`src/rtl/rcl_pkg.sv`:
```
// Purpose: Shared constants for the range configuration loader link
// Assumes: 10 MHz system clock on both ends
// Notes: Words are 24 bits, eight 3-bit channel codes, MSB first
package rcl_pkg;
    localparam int           WORD_W        = 24;
    localparam int           CODE_W        = 3;
    localparam int           NUM_CH        = 8;
    localparam int           CNT_W         = 5;
    localparam logic [4:0]   LAST_EDGE     = 5'h17;
    localparam logic [23:0]  RANGE_RESET   = 24'hffffff;
    localparam logic [2:0]   CODE_OFF      = 3'h0;
    localparam int           CLK_HZ        = 10_000_000;
    localparam int           BOOT_WAIT_MS  = 10;
    localparam int           BOOT_CYCLES   = BOOT_WAIT_MS * (CLK_HZ / 1000);
    localparam int           SCK_HALF      = 4;
    localparam int           CONV_BASE     = 8;
    localparam int           CONV_PER_CH   = 4;
endpackage

```
`src/rtl/rcl_link_if.sv`:
```
// Purpose: Pins between host and loader
// Assumes: Both ends on one 10 MHz clock domain family
// Notes: Differential pairs are carried as logical levels
`timescale 1ns/1ps
interface rcl_link_if;
    logic serial_clock_input;
    logic serial_config_input;
    logic cs_n;
    logic busy;
    logic serial_clock_echo_output;
    logic serial_clock_echo_oe;
    modport dev
    (
        input  serial_clock_input,
        input  serial_config_input,
        input  cs_n,
        output busy,
        output serial_clock_echo_output,
        output serial_clock_echo_oe
    );
    modport host
    (
        output serial_clock_input,
        output serial_config_input,
        output cs_n,
        input  busy,
        input  serial_clock_echo_output,
        input  serial_clock_echo_oe
    );
endinterface

```
`src/rtl/rcl_device.sv`:
```
// Purpose: Converter end: range register loaded over DDR serial input
// Assumes: Link clock is slow against clk, sampled and edge detected
// Notes: Conversion is a timed busy pulse whose length tracks enabled channels
`timescale 1ns/1ps
module rcl_device #(
    parameter int BOOT_CYCLES = rcl_pkg::BOOT_CYCLES
)
(
    input  wire logic                  clk,
    input  wire logic                  rst_n,
    rcl_link_if.dev                    link,
    input  wire logic                  convert_start,
    output logic [rcl_pkg::WORD_W-1:0] range_cfg,
    output logic [rcl_pkg::NUM_CH-1:0] ch_enabled,
    output logic                       window_open,
    output logic                       word_loaded
);
    typedef enum logic [1:0]
    {
        RCL_BOOT = 2'b00,
        RCL_WIN  = 2'b01,
        RCL_CONV = 2'b11
    } rcl_dstate_t;

    // Channel n owns one 3-bit slice, code zero switches it off
    function automatic logic code_on(input logic [23:0] cfg, input int ch);
        return cfg[ch*rcl_pkg::CODE_W +: rcl_pkg::CODE_W] != rcl_pkg::CODE_OFF;
    endfunction

    // Six bits: all eight channels on gives more than a 5-bit count holds
    function automatic logic [5:0] conv_len(input logic [23:0] cfg);
        logic [5:0] n;
        n = 6'(rcl_pkg::CONV_BASE);
        for (int i = 0; i < rcl_pkg::NUM_CH; i++)
        begin
            if (code_on(cfg, i))
            begin
                n = n + 6'(rcl_pkg::CONV_PER_CH);
            end
        end
        return n;
    endfunction

    logic        sck_s;
    logic        sdi_s;
    logic        csn_s;
    logic        sck_d_r;
    rcl_dstate_t state_r;
    rcl_dstate_t state_nxt;
    logic [23:0] boot_cnt_r;
    logic        boot_done;
    logic [5:0]  conv_cnt_r;
    logic        conv_done;
    logic [4:0]  edge_cnt_r;
    logic [4:0]  edge_cnt_nxt;
    logic        word_end;
    logic [23:0] shift_r;
    logic [23:0] range_r;
    logic        loaded_r;
    logic        in_window;
    logic        sck_edge;
    logic        load_ok;
    logic [23:0] word_nxt;

    // Pins are asynchronous to clk, two flops before any logic
    rcl_sync u_sck
    (
        .clk   (clk),
        .rst_n (rst_n),
        .d     (link.serial_clock_input),
        .q     (sck_s)
    );
    rcl_sync u_sdi
    (
        .clk   (clk),
        .rst_n (rst_n),
        .d     (link.serial_config_input),
        .q     (sdi_s)
    );
    rcl_sync #(.RST_VAL(1'b1)) u_csn
    (
        .clk   (clk),
        .rst_n (rst_n),
        .d     (link.cs_n),
        .q     (csn_s)
    );

    always_ff @(posedge clk or negedge rst_n)
    begin
        if (!rst_n)
            sck_d_r <= 1'b0;
        else
            sck_d_r <= sck_s;
    end

    assign in_window = (state_r == RCL_WIN);
    // Rising and falling edges both count, only with the bus enabled
    assign sck_edge  = (sck_s ^ sck_d_r) && !csn_s && in_window;
    assign word_nxt  = {shift_r[22:0], sdi_s};
    // Twenty-fourth edge is the twelfth falling edge in DDR use
    assign word_end  = sck_edge && (edge_cnt_r == rcl_pkg::LAST_EDGE);
    // All-zero word keeps the old ranges, so an idle low line is harmless
    assign load_ok   = word_end && (word_nxt != 24'h000000);
    assign boot_done = (boot_cnt_r >= 24'(BOOT_CYCLES - 1));
    assign conv_done = (conv_cnt_r == 6'h01);

    always_comb
    begin
        state_nxt = state_r;
        case (state_r)
            RCL_BOOT:
            begin
                if (boot_done)
                begin
                    state_nxt = RCL_WIN;
                end
            end
            RCL_WIN:
            begin
                if (convert_start)
                begin
                    state_nxt = RCL_CONV;
                end
            end
            RCL_CONV:
            begin
                if (conv_done)
                begin
                    state_nxt = RCL_WIN;
                end
            end
            default:
            begin
                state_nxt = RCL_BOOT;
            end
        endcase
    end

    always_ff @(posedge clk or negedge rst_n)
    begin
        if (!rst_n)
        begin
            state_r <= RCL_BOOT;
        end
        else
        begin
            state_r <= state_nxt;
        end
    end

    // Counter freezes once the first window opens
    always_ff @(posedge clk or negedge rst_n)
    begin
        if (!rst_n)
        begin
            boot_cnt_r <= 24'h000000;
        end
        else if (state_r == RCL_BOOT)
        begin
            boot_cnt_r <= boot_cnt_r + 24'h000001;
        end
    end

    always_ff @(posedge clk or negedge rst_n)
    begin
        if (!rst_n)
        begin
            conv_cnt_r <= 6'h00;
        end
        else if (in_window && convert_start)
        begin
            // Length read at start: a setting loaded before start applies now; a word ending in the start cycle applies next time
            conv_cnt_r <= conv_len(range_r);
        end
        else if (state_r == RCL_CONV)
        begin
            conv_cnt_r <= conv_cnt_r - 6'h01;
        end
    end

    always_comb
    begin
        edge_cnt_nxt = edge_cnt_r;
        if (word_end)
        begin
            edge_cnt_nxt = 5'h00;
        end
        else if (sck_edge)
        begin
            edge_cnt_nxt = edge_cnt_r + 5'h01;
        end
    end

    // Edge count restarts with each window, so partial words never carry into the next window
    always_ff @(posedge clk or negedge rst_n)
    begin
        if (!rst_n)
        begin
            edge_cnt_r <= 5'h00;
        end
        else if (!in_window)
        begin
            edge_cnt_r <= 5'h00;
        end
        else
        begin
            edge_cnt_r <= edge_cnt_nxt;
        end
    end

    always_ff @(posedge clk or negedge rst_n)
    begin
        if (!rst_n)
        begin
            shift_r <= 24'h000000;
        end
        else if (sck_edge)
        begin
            shift_r <= word_nxt;
        end
    end

    always_ff @(posedge clk or negedge rst_n)
    begin
        if (!rst_n)
        begin
            range_r <= rcl_pkg::RANGE_RESET;
        end
        else if (load_ok)
        begin
            range_r <= word_nxt;
        end
    end

    // One-cycle pulse lets the user time the next conversion
    always_ff @(posedge clk or negedge rst_n)
    begin
        if (!rst_n)
        begin
            loaded_r <= 1'b0;
        end
        else
        begin
            loaded_r <= load_ok;
        end
    end

    always_comb
    begin
        for (int i = 0; i < rcl_pkg::NUM_CH; i++)
        begin
            ch_enabled[i] = code_on(range_r, i);
        end
    end

    assign range_cfg                     = range_r;
    assign word_loaded                   = loaded_r;
    assign window_open                   = (state_r == RCL_WIN);
    assign link.busy                     = (state_r != RCL_WIN);
    // Echo clock floats when deselected so the bus can be shared
    assign link.serial_clock_echo_output = sck_s;
    assign link.serial_clock_echo_oe     = !csn_s;
endmodule

```
`src/rtl/rcl_sync.sv`:
```
// Purpose: Two-flop synchroniser for one pin
// Assumes: Input is asynchronous to clk
// Notes: Reset value is a parameter constant
`timescale 1ns/1ps
module rcl_sync #(
    parameter logic RST_VAL = 1'b0
)
(
    input  wire logic clk,
    input  wire logic rst_n,
    input  wire logic d,
    output logic      q
);
    logic meta_r;
    always_ff @(posedge clk or negedge rst_n)
    begin
        if (!rst_n)
        begin
            meta_r <= RST_VAL;
            q      <= RST_VAL;
        end
        else
        begin
            meta_r <= d;
            q      <= meta_r;
        end
    end
endmodule

```
`src/flat_wrapper.sv`:
```
// flat-port wrapper written by rule: the top's interface ports become plain ports
module rcl_device_flat 
#(
    parameter int BOOT_CYCLES = rcl_pkg::BOOT_CYCLES
)
  (clk, rst_n, convert_start, range_cfg, ch_enabled, window_open, word_loaded, link_serial_clock_input, link_serial_config_input, link_cs_n, link_busy, link_serial_clock_echo_output, link_serial_clock_echo_oe);
  rcl_link_if link_i ();
  input  wire logic clk;
  input  wire logic rst_n;
  input  wire logic convert_start;
  output logic [rcl_pkg::WORD_W-1:0] range_cfg;
  output logic [rcl_pkg::NUM_CH-1:0] ch_enabled;
  output logic window_open;
  output logic word_loaded;
  input wire logic [$bits(link_i.serial_clock_input)-1:0] link_serial_clock_input;
  input wire logic [$bits(link_i.serial_config_input)-1:0] link_serial_config_input;
  input wire logic [$bits(link_i.cs_n)-1:0] link_cs_n;
  output wire logic [$bits(link_i.busy)-1:0] link_busy;
  output wire logic [$bits(link_i.serial_clock_echo_output)-1:0] link_serial_clock_echo_output;
  output wire logic [$bits(link_i.serial_clock_echo_oe)-1:0] link_serial_clock_echo_oe;
  assign link_i.serial_clock_input = link_serial_clock_input;
  assign link_i.serial_config_input = link_serial_config_input;
  assign link_i.cs_n = link_cs_n;
  assign link_busy = link_i.busy;
  assign link_serial_clock_echo_output = link_i.serial_clock_echo_output;
  assign link_serial_clock_echo_oe = link_i.serial_clock_echo_oe;
  rcl_device #(.BOOT_CYCLES(BOOT_CYCLES)) u_core (.clk(clk), .rst_n(rst_n), .link(link_i), .convert_start(convert_start), .range_cfg(range_cfg), .ch_enabled(ch_enabled), .window_open(window_open), .word_loaded(word_loaded));
endmodule
```
`config.mk`:
```
export PLATFORM = sky130hd
export DESIGN_NAME = rcl_device_flat
export DESIGN_NICKNAME = d
export VERILOG_FILES = /design/src/rtl/rcl_pkg.sv /design/src/rtl/rcl_link_if.sv /design/src/rtl/rcl_device.sv /design/src/rtl/rcl_sync.sv /design/src/flat_wrapper.sv
export SDC_FILE = /design/constraint.sdc
export NUM_CORES = 1
export LEC_CHECK = 0
export BUFFER_PORTS_ARGS = -buffer_cell sky130_fd_sc_hd__buf_4
export CAP_MARGIN = 5
export CELL_PAD_IN_SITES_DETAIL_PLACEMENT = 1
export CELL_PAD_IN_SITES_GLOBAL_PLACEMENT = 1
export CORE_MARGIN = 2
export CORE_UTILIZATION = 44
export DETAILED_ROUTE_END_ITERATION = 8
export PLACE_DENSITY_LB_ADDON = 0.1
export SYNTH_ARGS = -nofsm -noshare
export SYNTH_HDL_FRONTEND = slang
export SYNTH_SLANG_ARGS = --single-unit
export TNS_END_PERCENT = 1
```
`constraint.sdc`:
```
create_clock -name clk -period 5.1 [get_ports clk]
set_input_delay 0.765 -clock clk [delete_from_list [all_inputs] [get_ports clk]]
set_output_delay 0.765 -clock clk [all_outputs]
set_load 0.02 [all_outputs]
```
* After elaboration in Yosys (flattened, before gate mapping)
Index checks and enable logic that the tools add are counted.
** Operators by class
- Reduce and logical (&&, ||, !) cells :: 18
- Bitwise gates (word level) :: 1
- Equality and inequality tests :: 9
- Mux-type cells :: 24
- $lt $le $gt $ge :: 1
- $add $sub $neg :: 10
** Operators by type and width (count)
- two-way mux 6 bit :: 16
- adder 6 x 3 -> 6 bit (second input constant) :: 7
- adder 24 x 1 -> 24 bit (second input constant) :: 1
- >= comparator 24 x 17 -> 1 bit (second input constant) :: 1
- nonzero test 24 bit :: 1
- nonzero test 3 bit :: 8
- two-way mux 5 bit :: 3
- == test 6 x 1 -> 1 bit (second input constant) :: 1
- two-way mux 2 bit :: 3
- inequality test 2 x 1 -> 1 bit (second input constant) :: 3
- one-hot mux 2 bit (3 select lines) :: 1
- subtractor 6 x 1 -> 6 bit (second input constant) :: 1
- adder 5 x 1 -> 5 bit (second input constant) :: 1
- == test 5 bit (second input constant) :: 1
- logical AND 1 bit :: 5
- two-way mux 3 bit :: 1
- inequality test 3 x 2 -> 1 bit (second input constant) :: 1
- AND reduction 3 bit :: 1
- == test 2 x 1 -> 1 bit (second input constant) :: 1
- == test 2 bit (second input constant) :: 1
- logical NOT 2 bit :: 1
- inequality test 2 bit (second input constant) :: 1
- nonzero test 2 bit :: 1
- logical NOT 1 bit :: 1
- XOR 1 bit :: 1
** Word-level totals
- Output and inout bits :: 37
- Register bits after elaboration :: 92
- Bits of input ports :: 6
- Word-level logic and storage cells :: 77

* Logic depth before layout (Yosys ltp)
- Depth after elaboration :: 24
- Gate-level depth with buffers :: 19
- Depth with buffers taken out :: 19

* Modules after synthesis
From an unflattened synthesis, not the netlist that was laid out.
** Unflattened totals
- Cell total of the unflattened synthesis :: 449
- Area, all modules :: 4559.4 sq um
** By module, submodules not included
- rcl_device :: seq. area each 2182.1 sq um, cells an instance 443, area an instance 4406.7 sq um, instances 1
- rcl_sync at u_core.u_sck ... :: seq. area each 50.0 sq um, cells an instance 2, area an instance 50.0 sq um, instances 2
- rcl_sync at u_core.u_csn :: seq. area each 52.6 sq um, cells an instance 2, area an instance 52.6 sq um, instances 1

* Worst setup path after synthesis
OpenSTA, ideal clock, no wires.
- Path type :: flip-flop to flip-flop
- Start :: reg u_core.range_r[1] (netlist: u_core.range_cfg[1])
- End :: reg u_core.conv_cnt_r[5]
- Arrival :: 3.772 ns
- Cell stages (with the launch flop) :: 20
- Required time :: 4.974 ns
- Setup slack :: 1.202 ns
- Period minus slack after synthesis :: 3.898 ns
- Buffers on the path :: 0
- Setup time :: 0.126 ns
- Path through :: dfstp_2 > nor3_4 > inv_1 > ha_1 > nor4b_1 > a31oi_1 > xor2_1 > o21ai_0 > inv_1 > ha_1 > xnor2_1 > nor3_2 > or3_1 > ha_1 > nand2_1 > xor2_1 > xnor2_1 > a211oi_2 > xnor2_1 > o21ai_1
** Between the ends
- Cells in the longest elaborated chain, start to end :: 24
** Ends and longest elaborated chain
- start: declaration :: line rcl_device.sv:58 : logic [23:0] range_r;
- start signal: assignment :: line rcl_device.sv:227 : range_r <= rcl_pkg::RANGE_RESET;
- start signal: assignment :: line rcl_device.sv:231 : range_r <= word_nxt;
- nonzero test 3 bit (*)
- net ch_enabled (one bit) :: line flat_wrapper.sv:12 : output logic [rcl_pkg::NUM_CH-1:0] ch_enabled;
- two-way mux 3 bit (*) :: line rcl_device.sv:36 : if (code_on(cfg, i))
- two-way mux 6 bit (*) :: line rcl_device.sv:170 : else if (in_window && convert_start)
- adder 6 x 3 -> 6 bit :: line rcl_device.sv:38 : n = n + 6'(rcl_pkg::CONV_PER_CH);
- two-way mux 6 bit (*) :: line rcl_device.sv:36
- two-way mux 6 bit (*) :: line rcl_device.sv:170
- adder 6 x 3 -> 6 bit :: line rcl_device.sv:38
- [9 not listed]
- two-way mux 6 bit (*) :: line rcl_device.sv:36
- two-way mux 6 bit (*) :: line rcl_device.sv:170
- adder 6 x 3 -> 6 bit :: line rcl_device.sv:38
- two-way mux 6 bit (*) :: line rcl_device.sv:36
- two-way mux 6 bit (*) :: line rcl_device.sv:170
- adder 6 x 3 -> 6 bit :: line rcl_device.sv:38
- two-way mux 6 bit (*) :: line rcl_device.sv:36
- two-way mux 6 bit (*) :: line rcl_device.sv:170
- end signal: assignment :: line rcl_device.sv:173 : conv_cnt_r <= conv_len(range_r);
- end signal: assignment :: line rcl_device.sv:177 : conv_cnt_r <= conv_cnt_r - 6'h01;
- end: declaration :: line rcl_device.sv:52 : logic [5:0] conv_cnt_r;
The timed path passes the listed nets; every way through them passes the cells marked *. The select of a mux whose other input is x is not followed.
A chain may end at the register's enable or synchronous reset.

* Final worst setup path
- Start :: reg u_core.range_r[1] (netlist: u_core.range_cfg[1])
- End :: reg u_core.conv_cnt_r[3]
** Between the ends
- Cells in the longest elaborated chain, start to end :: 24
** Ends and longest elaborated chain
- nonzero test 3 bit (*) :: line rcl_device.sv:27 : return cfg[ch*rcl_pkg::CODE_W +: rcl_pkg::CODE_W] != rcl_pkg::CODE_OFF;
- two-way mux 3 bit (*) :: line rcl_device.sv:36
- two-way mux 6 bit (*) :: line rcl_device.sv:170
- adder 6 x 3 -> 6 bit :: line rcl_device.sv:38
- two-way mux 6 bit (*) :: line rcl_device.sv:36
- two-way mux 6 bit (*) :: line rcl_device.sv:170
- adder 6 x 3 -> 6 bit :: line rcl_device.sv:38
- two-way mux 6 bit (*) :: line rcl_device.sv:36
- [8 not listed]
- two-way mux 6 bit (*) :: line rcl_device.sv:36
- two-way mux 6 bit (*) :: line rcl_device.sv:170
- adder 6 x 3 -> 6 bit :: line rcl_device.sv:38
- two-way mux 6 bit (*) :: line rcl_device.sv:36
- two-way mux 6 bit (*) :: line rcl_device.sv:170
- adder 6 x 3 -> 6 bit :: line rcl_device.sv:38
- two-way mux 6 bit (*) :: line rcl_device.sv:36
- two-way mux 6 bit (*) :: line rcl_device.sv:170
Mark *: on every way between the ends. The rest lies on a longest branch, timed or not. The select of a mux whose other input is x is not followed.

==> results by group <==
Worst setup path
  – Worst R2R Start: u_core.range_cfg[1]
  – Reg2reg end: u_core.conv_cnt_r[3]
  – Kind of critical path: flop to flop
  – Crit path launch type: flop
  – Worst EP required: 5350 ps
  – Crit path DAT: 4330 ps
  – Crit-path slowest cell: dfstp_2
  – Flop-to-flop setup slack: 1010 ps
  – CP cell instances: nor3_4 > inv_1 > ha_1 > nor4b_1 > a31oi_1 > xor2_1 > o21ai_0 > inv_1 > ha_1 > xnor2_1 > nor3_2 > or3_1 > ha_1 > nand2_1 > nand2_1 > ha_1 > a21oi_1 > a31oi_1
  – Most used cell, CP: ha_1
  – Slowest stage delay, CP: 400 ps
  – Crit Path Max Fanout: 7
  – Reg2Reg Depth: 18
  – CP Capture Type: flop
  – Top delay family on crit path: adder cells
  – Crit path buf inv count: 2

GRT
  – Overall global routing resource usage: 18.9%
  – Initial antenna violation count: 0
  – Vias in the first global route: 3262
  – Aggregate global routing overflow: 0
  – First-pass GRT wire length: 16500 um
  – Largest net degree at the start of global routing: 48

Die
  – Die area: 0.0110 mm^2
  – Chip width: 105 um
  – Area of the core: 0.00982 mm^2
  – Row count: 36
  – Starting Density: 45.4%
  – Die H: 105 um
  – I/O pin count: 43

Route
  – Vias per inst: 5.21
  – DR pass1 iterations: 4
  – DR WL/cell: 15.7 um
  – DRC: 0
  – WL final: 9650 um
  – Routed via count: 3191
  – Post-route ant nets: 0
  – Starting DRT DRC Count: 139

Synthesis
  – Synth area leader: dfrtp_1
  – Ys flop type: dfrtp_1
  – Gate count after technology mapping: 430
  – Sequential area share after synthesis: 52.4%
  – Syn nets: 447
  – Synth top area share: 37.0%
  – Top post-synthesis cells by count: nand2_1, dfrtp_1, nor2_1
  – Post-synth EDFFs: 0
  – Synth cell types: 51
  – Yosys warnings: 0
  – Synth async-reset ratio: 100%
  – Cell Area, Synth: 0.00446 mm^2
  – Most common cell in the synthesized netlist: nand2_1
  – Top post-synthesis cells by area: dfrtp_1, dfstp_2, nand2_1, mux2_2, xnor2_1
  – Yosys reg bits: 92
  – Avg Inst Size Synth: 10.4 um^2

Finish
  – Fill cell count: 1136
  – Area Overhead vs Synth: 15.7%
  – Nets: 492
  – Antenna Cells: 0
  – Multi-input logic area: 0.00200 mm^2
  – Share of layout cells above drive strength 1: 27.1%
  – Post-route cell area: 0.00516 mm^2
  – Layout Utilization: 52.5%
  – Sequential cell area: 0.00233 mm^2

Job
  – Max Cap Viol: 0

Placed design
  – Number of port buffers: 42
  – GP Congestion: 0.784
  – Place WS: 996 ps
  – DP HPWL: 6910 um
  – Placed cell area: 0.00491 mm^2

Power
  – Flop pwr share: 54.2%
  – Internal: 0.00107 W
  – Combinational power share: 1.8%
  – Power Density: 263 mW/mm^2
  – Tot Pwr: 0.00136 W
  – P_sw: 0.000287 W
  – Sw frac: 21.2%
  – Clock network power share: 43.9%
  – Peak VDD IR: 0.000161 V
  – Leakage Power: 2.48 nW

CTS
  – Post-CTS setup buffer count: 0
  – TritonCTS clock tree: yes
  – Max clock buf depth: 2
  – Clock Pin Slew Worst Setup and Hold Paths: 90 ps
  – Clk_lat worst skew: 370 ps
  – # clock sinks: 92
  – Clock root buffer: clkbuf_8
  – Post_cts resized: 0
  – H-tree depth: 3
  – TritonCTS Buffers: 9
  – CTS Hold Buffers Added: 0

STA
  – PnR worst setup slack: 1010 ps
  – Max-slew headroom: 56.5%
  – RSZ-0062 raised after global routing: no
  – Slew Limit Fails: 0
  – Clk_skew: 8.19 ps
  – Final setup viols: 0
  – Fmax: 245 MHz
  – Worst Max-Slew Pin Slew: 648 ps
  – Final Hold Fails: 0
  – Final Cycle Share: 80.2%
  – Fin crit period: 4090 ps
  – Final setup TNS: 0 ps

Run status
  – Outcome: completed

Worst hold path
  – WHS Endpoint: u_core.u_sck.q
  – Hold path depth: 0
  – Worst Hold Class: flop to flop
  – Min-delay src: u_core.u_sck.meta_r
## state kept, by name (all words and copies together) (netlist names)
| register | flops |
|---|---|
| u_core.u_csn.q | 1 |
| u_core.word_loaded | 1 |
| u_core.u_csn.meta_r | 1 |
| u_core.state_r | 2 |
| u_core.conv_cnt_r | 6 |
| u_core.sck_d_r | 1 |
| u_core.boot_cnt_r | 24 |
| u_core.u_sck.meta_r | 1 |
| u_core.shift_r | 23 |
| u_core.u_sdi.meta_r | 1 |
| u_core.range_cfg | 24 |
| u_core.edge_cnt_r | 5 |
| u_core.u_sdi.q | 1 |
| u_core.u_sck.q | 1 |
## per-stage QoR
step	cells	hold slack [ps]
final	613	359
after global routing	613	368
after CTS	613	364
after detailed placement	597	342
after global placement	597	333
after floorplan	430	331
## layout by cell type (no fill, tap or decap), types with 9 or more instances in the layout
master	n
a21oi_1	10
buf_4	45
clkbuf_8	9
dfrtp_1	66
dfstp_2	26
ha_1	11
inv_1	14
mux2_2	24
nand2_1	99
nand3_1	13
nor2_1	33
o21ai_0	10
xnor2_1	23
xor2_1	13
## power groups by stage
stage,sequential [W],clock [W],combinational (W)
floorplan,0.000749,0,0.00000444
global placement,0.000748,0,0.0000264
detailed placement,0.000749,0,0.0000264
CTS,0.000735,0.000615,0.0000266
global route,0.000736,0.000642,0.0000289
finish,0.000735,0.000595,0.0000250
## cells by family (layout without fill, tap and decap cells)
group | after synthesis | after routing | share of synthesized area [%]
compound gates | 39 | 39 | 6.06
xor+xnor | 38 | 38 | 7.80
fa+ha+maj | 11 | 11 | 3.09
buf+inv | 29 | 79 | 2.89
flops | 92 | 92 | 52.4
mux | 29 | 29 | 7.21
simple gates | 192 | 192 | 20.6
## worst max-delay path by stage
| stage | startpoint | end | slack (ps) | depth (start not counted) |
|---|---|---|---|---|
| CTS | u_core.range_cfg[1] | u_core.conv_cnt_r[5] | 980 | 19 |
| detailed placement | u_core.range_cfg[1] | u_core.conv_cnt_r[5] | 1000 | 19 |
| global placement | u_core.range_cfg[1] | u_core.conv_cnt_r[5] | 1190 | 19 |
| floorplan | u_core.range_cfg[1] | u_core.conv_cnt_r[5] | 1200 | 19 |
| global route | u_core.range_cfg[1] | u_core.conv_cnt_r[3] | 660 | 18 |
| finish | u_core.range_cfg[1] | u_core.conv_cnt_r[3] | 1010 | 18 |
## routing by layer
layer	routed length, um	track usage (%)
met4	134	6.76
met2	4710	31.5
met3	287	3.43
met1	4520	24.9
met5	0	0
## cell type report
| cell class | count | area share [%] |
|---|---|---|
| clock buffers | 9 | 2.40 |
| clock inverters | 7 | 2.35 |
| inverters | 18 | 1.41 |
| multi-input cells | 309 | 38.8 |
| flip-flops and latches | 92 | 45.3 |
| well taps | 133 | 3.23 |
| repair buffers | 45 | 6.55 |
Power figures use the tool's default switching activity.
